[src/sfi_pkg.sv]
// Constants shared by the serial interface fault, interrupt and control block.
// Assumes a 32-bit APB bus, one register per aligned word, byte address = index * 4.
//
// Functional notes
// - Slave: select rising mid-byte sets fault
// - Slave byte: select fall to final idle
// - Select then deselect faults without clocks
// - Deselected slave: output floats, counter cleared
// - Deselected slave ignores clocks, restarts later
// - Select disabled phase 1 slave: always selected, no fault
// - New byte over unread byte flags overrun
// - Overrun keeps old byte, drops new
// - Three request sources, one per flag
// - Complete flag requests only without empty enable
// - Select level against role sets fault
// - Empty flag requests only with empty enable
// - Control register bit layout, eight bits
// - Enable clear resets unit, set runs it
// - Select disable: no select for a master or a phase 1 slave, no fault request
// - Slave phase zero keeps select; select disable still holds its fault request
// - Master bit picks master or slave
// - Polarity bit picks idle clock level
// - Phase bit picks sampling clock edge
// - Rate codes divide clock by 4..128
// - Control register resets to 0x14
// - Overrun set on complete flag, read clears
// - Master fault clears enable and master bits
// - Fault request gated by its enable bit
package sfi_pkg;

  // ***********************************************
  // Register map
  // ***********************************************
  localparam int unsigned ADDR_W    = 10;
  localparam logic [7:0]  CTRL_IDX  = 8'hd4;  // Control register index
  localparam logic [7:0]  STAT_IDX  = 8'hc4;  // Status and control index
  localparam logic [7:0]  DATA_IDX  = 8'hc5;  // Data register index
  localparam logic [ADDR_W-1:0] CTRL_ADDR = {CTRL_IDX, 2'b00};
  localparam logic [ADDR_W-1:0] STAT_ADDR = {STAT_IDX, 2'b00};
  localparam logic [ADDR_W-1:0] DATA_ADDR = {DATA_IDX, 2'b00};

  // ***********************************************
  // Control register fields
  // ***********************************************
  localparam int unsigned CTL_RATE2 = 7;
  localparam int unsigned CTL_EN    = 6;
  localparam int unsigned CTL_SELECT_DISABLE = 5;
  localparam int unsigned CTL_MASTER_SELECT  = 4;
  localparam int unsigned CTL_CPOL  = 3;
  localparam int unsigned CTL_CPHA  = 2;
  localparam int unsigned CTL_RATE1 = 1;
  localparam int unsigned CTL_RATE0 = 0;
  localparam logic [7:0]  CTRL_RST  = 8'h14;

  // ***********************************************
  // Status and control register fields
  // ***********************************************
  localparam int unsigned ST_TC     = 7;
  localparam int unsigned ST_OVR    = 5;
  localparam int unsigned ST_MODE_FAULT_FLAG   = 4;
  localparam int unsigned ST_TE     = 3;
  localparam int unsigned ST_LSB    = 2;
  localparam int unsigned ST_TEIE   = 1;
  localparam int unsigned ST_MODE_FAULT_IRQ_ENABLE = 0;
  localparam logic [7:0]  STAT_RST  = 8'h00;

  // ***********************************************
  // Timing
  // ***********************************************
  localparam logic [6:0]  HALF_MIN  = 7'h02;  // Half period of the divide by 4 rate
  localparam logic [4:0]  LAST_EDGE = 5'h0f;  // Sixteen clock edges per byte

endpackage

[src/sfi_pin_sync.sv]
// Three-stage input synchroniser for one pin.
// Assumes the pin is asynchronous to clk; output moves only when stages two and three agree.
`timescale 1ns/100ps
module sfi_pin_sync #(
  parameter logic INIT = 1'b0  // Level shown during reset
) (
  // Clock and reset
  input  logic clk,
  input  logic arst_n,
  // Pin and clean level
  input  logic pin,
  output logic level
);

  // Stage registers and the filtered level
  typedef struct packed {
    logic f1;
    logic f2;
    logic f3;
    logic lvl;
  } sfi_sync_s;

  sfi_sync_s s;       // Current state
  sfi_sync_s next_s;  // Next state

  // ***********************************************
  // Next state
  // ***********************************************
  always_comb begin
    next_s    = s;
    next_s.f1 = pin;
    next_s.f2 = s.f1;
    next_s.f3 = s.f2;
    // Only stages two and three are compared; stage one may be metastable
    if (s.f2 == s.f3) begin
      next_s.lvl = s.f3;
    end
  end

  // State register
  always_ff @(posedge clk or negedge arst_n) begin
    if (!arst_n) begin
      s <= {INIT, INIT, INIT, INIT};
    end else begin
      s <= next_s;
    end
  end

  assign level = s.lvl;

endmodule

[src/sfi_core.sv]
// Serial interface core: control register, fault and overrun detection, request line.
// Assumes an APB master on the register side and an external master or slave on the pins.
//
// Decided for this implementation: the APB interface to the registers.
`timescale 1ns/100ps
module sfi_core (
  // Clock and reset
  input  logic                       clk,
  input  logic                       arst_n,
  // APB slave
  input  logic                       psel,
  input  logic                       penable,
  input  logic                       pwrite,
  input  logic [sfi_pkg::ADDR_W-1:0] paddr,
  input  logic [31:0]                pwdata,
  output logic [31:0]                prdata,
  output logic                       pready,
  output logic                       pslverr,
  // Serial pins
  input  logic                       sck_in,
  output logic                       sck_out,
  output logic                       sck_oe,
  input  logic                       mosi_in,
  output logic                       mosi_out,
  output logic                       mosi_oe,
  input  logic                       miso_in,
  output logic                       miso_out,
  output logic                       miso_oe,
  input  logic                       ss_n_in,
  // Interrupt request
  output logic                       irq
);
  import sfi_pkg::*;

  // ***********************************************
  // State
  // ***********************************************
  typedef struct packed {
    logic [7:0]  ctrl;      // Control register
    logic        tc;        // Transfer complete flag
    logic        overrun_flag;       // Overrun flag
    logic        mode_fault_flag;      // Mode fault flag
    logic        te_ie;     // Transmit empty request enable
    logic        mode_fault_flag_ie;   // Mode fault request enable
    logic        lsb_first; // Bit order select
    logic        tc_armed;  // Status was read with tc set
    logic [7:0]  rx;        // Receive register
    logic [7:0]  sh;        // Shift register
    logic [7:0]  txb;       // Transmit buffer
    logic        txf;       // Transmit buffer holds a byte
    logic        samp;      // Bit sampled on the leading edge
    logic        dout;      // Serial output bit
    logic        act;       // Master transfer running
    logic        sck_o;     // Master clock level
    logic        sel;       // Slave was selected last cycle
    logic        prev_sck;  // Synced clock, last cycle
    logic [4:0]  cnt;       // Clock edges seen in this byte
    logic [6:0]  div;       // Master half period counter
    logic [31:0] prdata;    // Read data for the access phase
    logic        pslverr;   // Error answer for the access phase
  } sfi_state_s;

  sfi_state_s s;       // Current state
  sfi_state_s next_s;  // Next state

  // Synchronised pins
  logic sck_s;   // Serial clock
  logic mosi_s;  // Master out
  logic miso_s;  // Master in
  logic ss_s;    // Select, active low on the wire

  // Pin synchronisers, one per asynchronous input
  sfi_pin_sync #(.INIT(1'b0)) u_sck  (.clk(clk), .arst_n(arst_n), .pin(sck_in),  .level(sck_s));
  sfi_pin_sync #(.INIT(1'b0)) u_mosi (.clk(clk), .arst_n(arst_n), .pin(mosi_in), .level(mosi_s));
  sfi_pin_sync #(.INIT(1'b0)) u_miso (.clk(clk), .arst_n(arst_n), .pin(miso_in), .level(miso_s));
  sfi_pin_sync #(.INIT(1'b1)) u_ss   (.clk(clk), .arst_n(arst_n), .pin(ss_n_in), .level(ss_s));

  // ***********************************************
  // Helpers
  // ***********************************************
  // First bit to send in the chosen order
  function automatic logic first_bit(input logic [7:0] b, input logic lsb);
    first_bit = lsb ? b[0] : b[7];
  endfunction

  // Shift one received bit in, matching the send order
  function automatic logic [7:0] shift_in(input logic [7:0] b, input logic v, input logic lsb);
    shift_in = lsb ? {v, b[7:1]} : {b[6:0], v};
  endfunction

  // ***********************************************
  // Decoded control
  // ***********************************************
  logic       en;         // Interface enable
  logic       select_disable;      // Select disable
  logic       master_select;       // Master role
  logic       cpol;       // Idle clock level
  logic       cpha;       // Sampling edge select
  logic [2:0] rate;       // Rate code
  logic       rate_ok;    // Rate code is usable
  logic [6:0] half;       // Half period in clk cycles
  logic       ss_eff;     // Effective slave select, high = deselected
  logic       slave_sel;  // Slave currently selected
  logic       lead;       // Clock leaves idle
  logic       trail;      // Clock returns to idle
  logic       in_bit;     // Serial input for this role
  logic       done;       // Last edge of a byte
  logic       busy;       // A byte is on the wire
  logic       te;         // Transmit empty flag
  logic       setup;      // APB setup cycle
  logic       access;     // APB access cycle
  logic [7:0] nsh;        // Shift register after a trailing edge

  assign en      = s.ctrl[CTL_EN];
  assign select_disable   = s.ctrl[CTL_SELECT_DISABLE];
  assign master_select    = s.ctrl[CTL_MASTER_SELECT];
  assign cpol    = s.ctrl[CTL_CPOL];
  assign cpha    = s.ctrl[CTL_CPHA];
  assign rate    = {s.ctrl[CTL_RATE2], s.ctrl[CTL_RATE1], s.ctrl[CTL_RATE0]};
  assign rate_ok = (rate != 3'h0) && (rate != 3'h7);
  // Codes 1..6 double the half period each step, from /4 up to /128
  assign half    = HALF_MIN << (rate - 3'h1);

  // Select disable only frees the pin for a slave with phase 1
  assign ss_eff    = (select_disable && cpha) ? 1'b0 : ss_s;
  assign slave_sel = en && !master_select && !ss_eff;

  // Edges come from the divider as master, from the pin as slave
  always_comb begin
    if (master_select) begin
      lead  = s.act && (s.div == 7'h00) && !s.cnt[0];
      trail = s.act && (s.div == 7'h00) && s.cnt[0];
    end else begin
      // Deselected slave sees no edges at all
      lead  = slave_sel && (s.prev_sck == cpol) && (sck_s != cpol);
      trail = slave_sel && (s.prev_sck != cpol) && (sck_s == cpol);
    end
  end

  // As master the reply also passes the pin synchroniser: /4 and /8 take stale bits
  assign in_bit = master_select ? miso_s : mosi_s;
  // Phase 0 holds its bit from the leading edge; phase 1 takes the pin now
  assign nsh    = shift_in(s.sh, cpha ? in_bit : s.samp, s.lsb_first);
  // A byte ends as the clock returns to idle after the eighth bit
  assign done   = trail && (s.cnt == LAST_EDGE);
  assign busy   = s.act || (slave_sel && (s.cnt != 5'h00));
  assign te     = !s.txf;
  assign setup  = psel && !penable;
  assign access = psel && penable;

  // ***********************************************
  // Next state
  // ***********************************************
  always_comb begin
    next_s          = s;
    next_s.prev_sck = sck_s;
    next_s.sel      = slave_sel;

    // Read data is prepared in setup so it leaves a flip-flop
    if (setup) begin
      next_s.pslverr = 1'b0;
      next_s.prdata  = 32'h0000_0000;
      if (paddr == CTRL_ADDR) begin
        next_s.prdata[7:0] = s.ctrl;
      end else if (paddr == STAT_ADDR) begin
        next_s.prdata[ST_TC]     = s.tc;
        next_s.prdata[ST_OVR]    = s.overrun_flag;
        next_s.prdata[ST_MODE_FAULT_FLAG]   = s.mode_fault_flag;
        next_s.prdata[ST_TE]     = te;
        next_s.prdata[ST_LSB]    = s.lsb_first;
        next_s.prdata[ST_TEIE]   = s.te_ie;
        next_s.prdata[ST_MODE_FAULT_IRQ_ENABLE] = s.mode_fault_flag_ie;
      end else if (paddr == DATA_ADDR) begin
        next_s.prdata[7:0] = s.rx;
      end else begin
        // Unmapped word answers with an error and zero data
        next_s.pslverr = 1'b1;
      end
    end

    // Register effects happen only at the end of the access phase
    if (access) begin
      if (paddr == CTRL_ADDR && pwrite) begin
        next_s.ctrl = pwdata[7:0];
      end else if (paddr == STAT_ADDR && pwrite) begin
        next_s.lsb_first = pwdata[ST_LSB];
        next_s.te_ie     = pwdata[ST_TEIE];
        next_s.mode_fault_flag_ie   = pwdata[ST_MODE_FAULT_IRQ_ENABLE];
      end else if (paddr == STAT_ADDR) begin
        // Status read clears the error flags and arms the tc clear
        next_s.overrun_flag      = 1'b0;
        next_s.mode_fault_flag     = 1'b0;
        next_s.tc_armed = s.tc;
      end else if (paddr == DATA_ADDR) begin
        if (s.tc_armed) begin
          next_s.tc       = 1'b0;
          next_s.tc_armed = 1'b0;
        end
        if (pwrite) begin
          if (!master_select && !busy) begin
            // Idle slave: byte goes straight to the shift register
            next_s.sh   = pwdata[7:0];
            next_s.dout = first_bit(pwdata[7:0], s.lsb_first);
          end else begin
            // Otherwise it queues behind the byte on the wire
            next_s.txb = pwdata[7:0];
            next_s.txf = 1'b1;
          end
        end
      end
    end

    // Slave deselect clears the counter and drops the partial byte
    if (!master_select && !slave_sel) begin
      next_s.cnt = 5'h00;
    end

    // Phase 0 slave must present its first bit at the select fall
    if (!master_select && slave_sel && !s.sel && !cpha) begin
      next_s.dout = first_bit(s.sh, s.lsb_first);
    end

    // Master starts a byte when one is queued and the rate is valid
    if (en && master_select && !s.act && s.txf && rate_ok) begin
      next_s.sh    = s.txb;
      next_s.txf   = 1'b0;
      next_s.act   = 1'b1;
      next_s.cnt   = 5'h00;
      next_s.div   = half - 7'h01;
      next_s.sck_o = cpol;
      next_s.dout  = first_bit(s.txb, s.lsb_first);
    end else if (s.act) begin
      // Divider: one clock edge each half period
      if (s.div != 7'h00) begin
        next_s.div = s.div - 7'h01;
      end else begin
        next_s.div   = half - 7'h01;
        next_s.sck_o = !s.sck_o;
      end
    end

    // Leading edge: sample (phase 0) or drive the next bit (phase 1)
    if (lead) begin
      next_s.cnt = s.cnt + 5'h01;
      if (!cpha) begin
        next_s.samp = in_bit;
      end else begin
        next_s.dout = first_bit(s.sh, s.lsb_first);
      end
    end

    // Trailing edge: shift; phase 0 drives its next bit here
    if (trail) begin
      next_s.cnt = s.cnt + 5'h01;
      next_s.sh  = nsh;
      if (!cpha) begin
        next_s.dout = first_bit(nsh, s.lsb_first);
      end
    end

    // End of byte: store it unless the last one is still unread
    if (done) begin
      next_s.cnt = 5'h00;
      next_s.act = 1'b0;
      next_s.tc  = 1'b1;
      if (s.tc) begin
        // New byte is dropped, the unread one stays readable
        next_s.overrun_flag = 1'b1;
      end else begin
        next_s.rx = nsh;
      end
      // Slave sends the queued byte next, else echoes what it got
      if (!master_select && s.txf) begin
        next_s.sh   = s.txb;
        next_s.txf  = 1'b0;
        next_s.dout = first_bit(s.txb, s.lsb_first);
      end
    end

    // Slave deselected after being selected is a fault, clocks or not
    if (en && !master_select && s.sel && ss_s && !(select_disable && cpha)) begin
      next_s.mode_fault_flag = 1'b1;
    end

    // Master sees select pulled low: another master may be driving
    if (en && master_select && !select_disable && !ss_s) begin
      next_s.mode_fault_flag            = 1'b1;
      next_s.ctrl[CTL_EN]    = 1'b0;
      next_s.ctrl[CTL_MASTER_SELECT]  = 1'b0;
    end

    // Disabled unit holds its transfer logic in reset
    if (!en) begin
      next_s.act   = 1'b0;
      next_s.cnt   = 5'h00;
      next_s.div   = 7'h00;
      next_s.sck_o = cpol;
      next_s.txf   = 1'b0;  // A stale queued byte would start on re-enable
    end
  end

  // State register
  always_ff @(posedge clk or negedge arst_n) begin
    if (!arst_n) begin
      s      <= '0;
      s.ctrl <= CTRL_RST;
      s.prev_sck <= 1'b0;
      {s.tc, s.overrun_flag, s.mode_fault_flag, s.lsb_first, s.te_ie, s.mode_fault_flag_ie} <= 6'h00;
    end else begin
      s <= next_s;
    end
  end

  // ***********************************************
  // Outputs
  // ***********************************************
  assign prdata   = s.prdata;
  assign pready   = 1'b1;
  assign pslverr  = s.pslverr && access;
  assign sck_out  = s.sck_o;
  assign sck_oe   = en && master_select;
  assign mosi_out = s.dout;
  assign mosi_oe  = en && master_select;
  assign miso_out = s.dout;
  assign miso_oe  = slave_sel;

  // Three sources on one line: tc while te_ie is clear, te while te_ie is set, fault by its own enable while select disable is clear
  assign irq = (s.tc && !s.te_ie)
             || (te && s.te_ie)
             || (s.mode_fault_flag && s.mode_fault_flag_ie && !select_disable);

  // ***********************************************
  // Assertions
  // ***********************************************
  property p_master_fault;
    @(posedge clk) disable iff (!arst_n)
    (en && master_select && !select_disable && !ss_s) |=> (s.mode_fault_flag && !en && !master_select);
  endproperty
  a_master_fault: assert property (p_master_fault) else $error("master fault not taken");

  property p_slave_float;
    @(posedge clk) disable iff (!arst_n)
    (!master_select && ss_eff) |-> (!miso_oe ##1 (s.cnt == 5'h00));
  endproperty
  a_slave_float: assert property (p_slave_float) else $error("deselected slave drives");

  property p_overrun;
    @(posedge clk) disable iff (!arst_n)
    (done && s.tc) |=> (s.overrun_flag && $stable(s.rx));
  endproperty
  a_overrun: assert property (p_overrun) else $error("overrun lost old byte");

  property p_tc_req;
    @(posedge clk) disable iff (!arst_n)
    ($rose(s.tc) && !s.te_ie) |-> irq;
  endproperty
  a_tc_req: assert property (p_tc_req) else $error("complete request missing");

  property p_te_req;
    @(posedge clk) disable iff (!arst_n)
    (s.te_ie && !s.txf) |-> irq;
  endproperty
  a_te_req: assert property (p_te_req) else $error("empty request missing");

  property p_disable;
    @(posedge clk) disable iff (!arst_n)
    !en |=> (!s.act && s.cnt == 5'h00);
  endproperty
  a_disable: assert property (p_disable) else $error("disabled unit still active");

  property p_rate_bad;
    @(posedge clk) disable iff (!arst_n)
    (!rate_ok && !s.act) |=> !s.act;
  endproperty
  a_rate_bad: assert property (p_rate_bad) else $error("invalid rate started a byte");

  property p_half_fast;
    @(posedge clk) disable iff (!arst_n)
    (s.act && rate == 3'h1 && $changed(sck_out) && $stable(s.ctrl)) |=> $stable(sck_out);
  endproperty
  a_half_fast: assert property (p_half_fast) else $error("clock half period short");

  property p_slave_fault;
    @(posedge clk) disable iff (!arst_n)
    (en && !master_select && s.sel && ss_s && !(select_disable && cpha)) |=> s.mode_fault_flag;
  endproperty
  a_slave_fault: assert property (p_slave_fault) else $error("slave fault not set");

  property p_select_disable_slave;
    @(posedge clk) disable iff (!arst_n)
    (en && !master_select && select_disable && cpha && !s.mode_fault_flag && !access) |=> !s.mode_fault_flag;
  endproperty
  a_select_disable_slave: assert property (p_select_disable_slave) else $error("fault with select off");

endmodule

[config.mk]
export PLATFORM = sky130hd
export DESIGN_NAME = sfi_core
export DESIGN_NICKNAME = d
export VERILOG_FILES = /design/src/sfi_pkg.sv /design/src/sfi_pin_sync.sv /design/src/sfi_core.sv
export SDC_FILE = /design/constraint.sdc
export NUM_CORES = 1
export LEC_CHECK = 0
export BUFFER_PORTS_ARGS = -buffer_cell sky130_fd_sc_hd__buf_2
export CAP_MARGIN = 20
export CORE_MARGIN = 10
export CORE_UTILIZATION = 45
export DETAILED_ROUTE_END_ITERATION = 8
export GPL_ROUTABILITY_DRIVEN = 1
export HOLD_SLACK_MARGIN = 0.15
export PLACE_DENSITY = 0.68
export SYNTH_ARGS = -nofsm -noshare
export SYNTH_HDL_FRONTEND = slang
export SYNTH_SLANG_ARGS = --single-unit
[constraint.sdc]
create_clock -name clk -period 3.8 [get_ports clk]
set_clock_uncertainty 0.05 [all_clocks]
set_input_delay 0.76 -clock clk [delete_from_list [all_inputs] [get_ports clk]]
set_output_delay 0.76 -clock clk [all_outputs]
set_load 0.02 [all_outputs]
After elaboration in Yosys (flattened, before gate mapping)
Index checks and enable logic that the tools add are counted.
W data, S select, Z words.

word-level totals
  flip-flop bits (word level) = 83
  output and inout bits = 41

operators by class
  add/subtract/negate cells = 4
  reductions and logical operators = 77
  shift-type cells = 1
  bitwise gates (word level) = 6
  mux-type cells = 80
  equality and inequality tests = 22

operator list
  cell                    count
  $mux W17                6
  $mux W8                 8
  $mux W1                 45
  $logic_and A1 B1 Y1     37
  $mux W7                 5
  $eq A10 B10 Y1 const B  3
  $mux W5                 5
  $logic_not A1 Y1        15
  $mux W14                1
  $sub A7 B1 Y7 const B   2
  $mux W12                1
  $reduce_bool A2 Y1      6
  $mux W2                 5
  $reduce_and A2 Y1       5
  $mux W9                 1
  $ne A3 B1 Y1 const B    3
  $reduce_bool A3 Y1      3
  $reduce_and A4 Y1       2
  $logic_not A7 Y1        1
  $reduce_and A7 Y1       1
  $reduce_bool A7 Y1      1
  $shl A2 B3 Y7 const A   1
  $eq A1 B1 Y1            6
  $mux W3                 2
  14 further kinds        25

Longest topological paths before layout
Gate-level depths: netlist of run 1.

  depth after elaboration = 24
  mapped depth = 9

By module
A second synthesis of run 1 with hierarchy kept.

unflattened totals
  cell total of the unflattened synthesis = 426
  area total of the unflattened synthesis = 4458.0 um2

by module, submodules not included
  module                      cells each  area each (um2)  times used
  sfi_core                    406         4007.6           1
  sfi_pin_sync at u_miso ...  5           111.4            3
  sfi_pin_sync at u_ss        5           116.4            1

Worst setup path before layout of run 1
No wires, ideal clock.

  path type = input-to-reg
  start point = in paddr[2] in the netlist's numbering
  end point = reg s, in the netlist miso_out
  stages on the path = 8
  arrival time = 2210 ps
  path slack = 1391 ps
  cell sequence = clkbuf_1 -> nor4b_1 -> nand2_1 -> a211oi_2 -> buf_6 -> mux2_4 -> a221oi_2 -> a221oi_2

RTL lines
  item                  line             source
  from (decl)           sfi_core.sv:14   input logic [sfi_pkg::ADDR_W-1:0] paddr,
  to (signal assigned)  sfi_core.sv:310  s <= next_s;
  to (decl)             sfi_core.sv:63   sfi_state_s s;

Worst setup path in the final report of run 1
  start point = reg s, in the netlist cpha
  end point = out miso_oe

between the ends
  longest elaborated chain between the ends = 4

RTL lines
  item                 line             source
  $logic_and A1 B1 Y1  sfi_core.sv:125  assign ss_eff = (select_disable && cpha) ? 1'b0 : ss_s;
  $mux W1              sfi_core.sv:125
  $logic_not A1 Y1     sfi_core.sv:126  assign slave_sel = en && !master_select && !ss_eff;
  $logic_and A1 B1 Y1  sfi_core.sv:126
  to (decl)            sfi_core.sv:28   output logic miso_oe,

No other way between the ends.

==> metrics, run 1 <==
Post-CTS Hold Fix Bufs=0; Final Hold Vio Count=0; Seq cells post-synth=83; Crit. End Element=primary output; number of global-route vias before repair=3083; # port buffers=42; max cap viols=0; leakage power=2.15 nW; Worst EP arrival=1.77 ns; wire length of the first global-routing pass=16000 microns; relative slew slack=0.505; total track usage=0.137; Clock transition at path regs=0.08 ns; Routed Antenna Nets=0; RSZ-0062 raised after global routing=no; utilization after layout=0.506; grt total ovfl=0; Ys Warns=0; maximum clock insertion buffer count=2; Synth Area in Simple Gates=0.159; fraction of layout cells with a size suffix above 1=0.241; Final period util=0.679; internal power=1.39 mW; Final setup viols=0; fill count=861; sequential element share of the synthesized area=0.477; Flop pwr share=0.520; hold path startpoint=u_mosi.next_s[2]; Worst Path Required=2.99 ns; CTS H-tree lvls=3; pwr dens=426 nW/um^2; reg-to-reg startpoint=s[40]; setup repair bufs after CTS=0; Worst Setup SP=cpha; Worst VDD drop=285 uV; RD Place Congestion=0.833; asr flop ratio synth=1.00; EDFF count, synth=0; drt first pass iters=4; Final Max Tran Viols=0; Layout area overhead=7.96%; Synth Instances=425; routed len/inst=16.3 microns; Layout Nets=508; critical path peak fanout=11; CTS sink cnt=83; Psw=623 uW; CTS Root Cell=clkbuf_8; top-area cell type share of the netlist area=0.441; TritonCTS clock tree=yes; setup TNS=0 ns; Die Area=14100 sq um; synth unique cells=62; total power=2.01 mW; commonest register cell after synthesis=dfrtp_1; worst-skew pair later-pin latency=0.36 ns; post-route cell area=4720 sq um; vias=3100; DPL Wire Length=6910 microns; Synth Area in XOR/XNOR=0.00802; Synth top cells by count=77 x dfrtp_1, 53 x nand2_1, 35 x buf_4; final worst-path setup slack=1.22 ns; Logic pwr share=0.180; area leader, netlist=dfrtp_1; count leader, synth=dfrtp_1; row count=35; Slew @ Worst Pin=0.737 ns; Synth area leaders=dfrtp_1 44%, mux2_2 6.2%, buf_4 6.0%, nand2_1 4.6%, mux2i_1 4.1%; largest family of logic cells by synthesized area=simple AND/OR/NAND/NOR gates; number of DRC markers in iteration 0=173; CTS buffer count=9; num ports=92; CP Launch Type=flop; DP Area=4500 sq um; Switching Fraction=0.310; largest net degree at the start of global routing=84; post-synthesis mux area share=0.106; die extent in x=119 microns; post_cts resized=0; HP Class=flop to flop; Total Wirelength=9570 microns; Die Y=119 microns; starting density of the core=0.469; fmax=387 MHz; DRC violations left=0; diode count=0; clock power share=0.300; Compound-Gate Fraction of Synth Area=0.136; Post-Synth Adder-Cell Area=0.0235; post-synthesis instance area=4370 sq um; Via density=5.29; crit path kind=flop to primary output; synthesized area per cell=10.3 sq um; dpl ws=1.13 ns; status=complete, no violations; area of the core=9330 sq um; fin crit period=2.58 ns; initial antenna violation count=0
## per-layer routing
metal  vias up  global-route usage  part of all wire
met5         -                   0                 0
met4         0              0.0481            0.0097
met3         6              0.0481             0.092
met2        98               0.196              0.43
met1      1495               0.188              0.47
li1       1501                   -                 -
## cell families (layout without fill, tap and decap cells)
logic type      count (synthesis)  count (layout)
compound gates                 89              89
fa+ha+maj                       9               9
other cells                     2              25
mux                            43              43
flops                          83              83
xor+xnor                        4               4
simple gates                  132             132
buf+inv                        63              72
## registers in the layout, indices dropped and copies added (netlist names), 2 cells and up
name	flops
prdata	8
rate	3
s	50
u_miso.next_s	2
u_mosi.next_s	2
u_sck.next_s	2
u_ss.next_s	2
## critical path, cell delays in order (launching register included)
cell and delay, ns:
dfstp_2 0.67, a21boi_2 0.11, nor2_2 0.38, buf_2 0.26
## cell type report
| cell class | instances | area (sq um) | area share |
|---|---|---|---|
| clock buffers | 12 | 155 | 0.0329 |
| clock inverters | 4 | 32.5 | 0.00689 |
| inverters | 10 | 37.5 | 0.00796 |
| multi-input cells | 302 | 1980 | 0.421 |
| flip-flops and latches | 83 | 2080 | 0.442 |
| well taps | 129 | 161 | 0.0342 |
| repair buffers | 46 | 263 | 0.0557 |
## path summary, 6_finish.rpt
check | cells after the start | slack [ns] | end
worst min-delay path | 0 | 0.30 | u_mosi.next_s[1]
min in group asynchronous | 1 | 0.31 | s[88]
max in group asynchronous | 2 | 2.74 | master_select
worst min register to register | 0 | 0.30 | u_mosi.next_s[1]
worst max register to register | 8 | 1.29 | miso_out
worst max-delay path | 3 | 1.22 | miso_oe
## cells in the final DEF (no fill, tap or decap), types with 5 or more instances in the layout
master,netlist,routed
a21oi_1,21,21
a22oi_1,8,8
buf_2,4,41
clkbuf_8,0,11
conb_1,2,25
dfrtp_1,77,77
dfstp_2,6,6
ha_1,5,5
inv_1,10,10
mux2_2,24,24
mux2i_1,18,18
nand2_1,53,53
nand2b_1,7,7
nand3_1,7,7
nor2_1,28,28
nor3_1,5,5
o21ai_0,26,26
o221ai_1,9,9
## power by group through the flow
stage / logic [mW] / clock network, mW / registers [mW]
final: 0.363 / 0.602 / 1.05
after global routing: 0.410 / 0.659 / 1.06
after CTS: 0.357 / 0.625 / 1.04
after detailed placement: 0.354 / 0 / 1.06
after global placement: 0.347 / 0 / 1.05
after floorplan: 0.277 / 0 / 1.04
## metrics by stage
stage	std cells	hold WS, ns
global placement	569	0.284
finish	586	0.305
detailed placement	569	0.288
global route	586	0.314
floorplan	448	0.281
CTS	585	0.308
Power figures use the tool's default switching activity.
==> inputs of run 2 (changes only) <==
==> constraint.sdc (replaced) <==
create_clock -name clk -period 2.5 [get_ports clk]
set_clock_uncertainty 0.05 [all_clocks]
set_input_delay 0.5 -clock clk [delete_from_list [all_inputs] [get_ports clk]]
set_output_delay 0.5 -clock clk [all_outputs]
set_load 0.02 [all_outputs]
==> run 2 against run 1 <==
Compared with the run above:
- via count increased by 2.1%
- combinational power increased by 59%
- first-iteration DRC count increased by 6.9%
- non-clock buffer count increased by 9
- hold slack got worse by 0.12 ns
- design area increased by 2.0%
- sequential power increased by 50%
- wire length increased by 2.8%
- setup slack got worse by 1.1 ns
- critical path depth unchanged
- clock power increased by 86%
- critical path type unchanged
- largest power group unchanged
==> metrics, run 2 (synthesis results as in run 1) <==
number of global-route vias before repair=3094 (was 3083); reg2reg setup slack=0.23 ns (was 1.29 ns); die extent in x=119 microns (unchanged); RD Place Congestion=0.841 (was 0.833); number of instances in the placed design=579 (was 569); area of the core=9330 sq um (unchanged); wire length of the first global-routing pass=16100 microns (was 16000 microns); Routed Antenna Nets=0 (unchanged); Final Max Tran Viols=0 (unchanged); fmax=427 MHz; CP max stage cell=dfstp_2 (unchanged); HP Class=input port to flop (was flop to flop); Sequential Area=2080 sq um (unchanged); post_cts resized=0 (unchanged); Via density=5.32 (was 5.29); drt first pass iters=4 (unchanged); num ports=92 (unchanged); crit path kind=flop to primary output (unchanged); commonest non-fill, non-tap cell in the layout=dfrtp_1 (unchanged); Layout Nets=517 (was 508); initial antenna violation count=0 (unchanged); setup TNS=0 ns (unchanged); DPL Wire Length=7240 microns (was 6910 microns); slowest stage delay, CP=0.67 ns (about the same); cell-by-cell trace of the critical path=a21boi_2, nor2_2, buf_2 (unchanged); reg-to-reg startpoint=s[41] (was s[40]); CTS Root Cell=clkbuf_8 (unchanged); Worst Path Required=1.95 ns (was 2.99 ns); Reg2Reg Depth=6 (was 8); number of DRC markers in iteration 0=185 (was 173); Post-CTS Hold Fix Bufs=0 (unchanged); worst-skew pair later-pin latency=0.36 ns (about the same); RSZ-0062 raised after global routing=no (unchanged); Clock transition at path regs=0.08 ns (about the same); leakage power=2.21 nW (was 2.15 nW); setup repair bufs after CTS=0 (unchanged); critical path peak fanout=11 (unchanged); Worst Setup SP=cpha (unchanged); CTS buffer count=9 (unchanged); dpl ws=0.198 ns (was 1.13 ns); Crit. End Element=primary output (unchanged); Slew @ Worst Pin=0.837 ns (was 0.737 ns); maximum clock insertion buffer count=2 (unchanged); non-filler instance count after layout=595 (was 586); CTS H-tree lvls=3 (unchanged); hold path startpoint=ss_n_in (was u_mosi.next_s[2]); total track usage=0.140 (was 0.137); Die Area=14100 sq um (unchanged); status=complete, no violations (unchanged); grt total ovfl=0 (unchanged); commonest non-fill, non-tap cells in the layout=77 x dfrtp_1, 53 x nand2_1, 41 x buf_2, 28 x nor2_1, 26 x o21ai_0 (unchanged); CP Capture Point=miso_oe (unchanged); fill count=864 (was 861); Worst VDD drop=415 uV (was 285 uV); diode count=0 (unchanged); largest net degree at the start of global routing=68 (was 84); starting density of the core=0.469 (unchanged); Largest register FFs=50 (unchanged); row count=35 (unchanged); Final period util=0.937; fin crit period=2.34 ns; vias=3164 (was 3100); pwr dens=680 nW/um^2 (was 426 nW/um^2); CTS sink cnt=83 (unchanged); relative slew slack=0.442 (was 0.505); DP Area=4580 sq um (was 4500 sq um); Hold Path Stages=1 (was 0); CP Launch Type=flop (unchanged); Final setup viols=0 (unchanged); Die Y=119 microns (unchanged); post-route cell area=4810 sq um (was 4720 sq um); final worst-path setup slack=0.158 ns (was 1.22 ns); Reg with most FFs=s (unchanged); max cap viols=0 (unchanged); Layout area overhead=10.1% (was 7.96%); Total Wirelength=9840 microns (was 9570 microns); # port buffers=42 (unchanged); Final Hold Vio Count=0 (unchanged); TritonCTS clock tree=yes (unchanged); fraction of layout cells with a size suffix above 1=0.258 (was 0.241); DRC violations left=0 (unchanged); Worst EP arrival=1.79 ns (was 1.77 ns); multi-input combinational cell area=1980 sq um (unchanged); routed len/inst=16.5 microns (was 16.3 microns); r2r endpoint=s[55] (was miso_out)
[run 2: changes by cell type in the layout (fill, tap and decap cells not counted), sizes merged]
cell	before	now
bufinv	0	2
buf	46	55
clkbuf	12	11
clkinv	1	0
[run 2: layer usage]
layer	track usage	routed length [microns]	part of all wire
met5	0	0	0
met4	0.0481	134	0.014
met3	0.0452	864	0.088
met2	0.212	4380	0.45
met1	0.185	4460	0.45
[run 2: critical path: cells and delay by family, from the launching register on]
family          cells  cell delay [ns]
flops               1             0.67
compound gates      1             0.11
buf+inv             1             0.26
simple gates        1             0.40
[run 2: area by class of cell]
cell class	instances	share of cell area
repair buffers	55	0.0645
inverters	10	0.00780
well taps	129	0.0335
clock inverters	5	0.0174
flip-flops and latches	83	0.433
multi-input cells	302	0.412
clock buffers	11	0.0315
[run 2: worst min-delay path by stage]
stage	end	slack, ns
final	u_ss.next_s[2]	0.19
after global placement	u_mosi.next_s[1]	0.28
after global routing	u_ss.next_s[2]	0.17
after detailed placement	u_mosi.next_s[1]	0.29
after CTS	u_ss.next_s[2]	0.18
after floorplan	cpol	0.15
[run 2: per-stage QoR]
stage / hold WS (ns) / utilization / total power, mW
CTS: 0.176 / 0.516 / 3.30
detailed placement: 0.289 / 0.491 / 2.17
finish: 0.189 / 0.516 / 3.28
global route: 0.170 / 0.516 / 3.44
floorplan: 0.154 / - / 2.00
global placement: 0.284 / 0.491 / 2.15
[run 2: where the power goes]
group	total [mW]	internal [mW]	switching, mW
Combinational	0.576	0.230	0.346
Clock	1.12	0.621	0.502
Sequential	1.58	1.46	0.112
Total	3.28	2.31	0.960
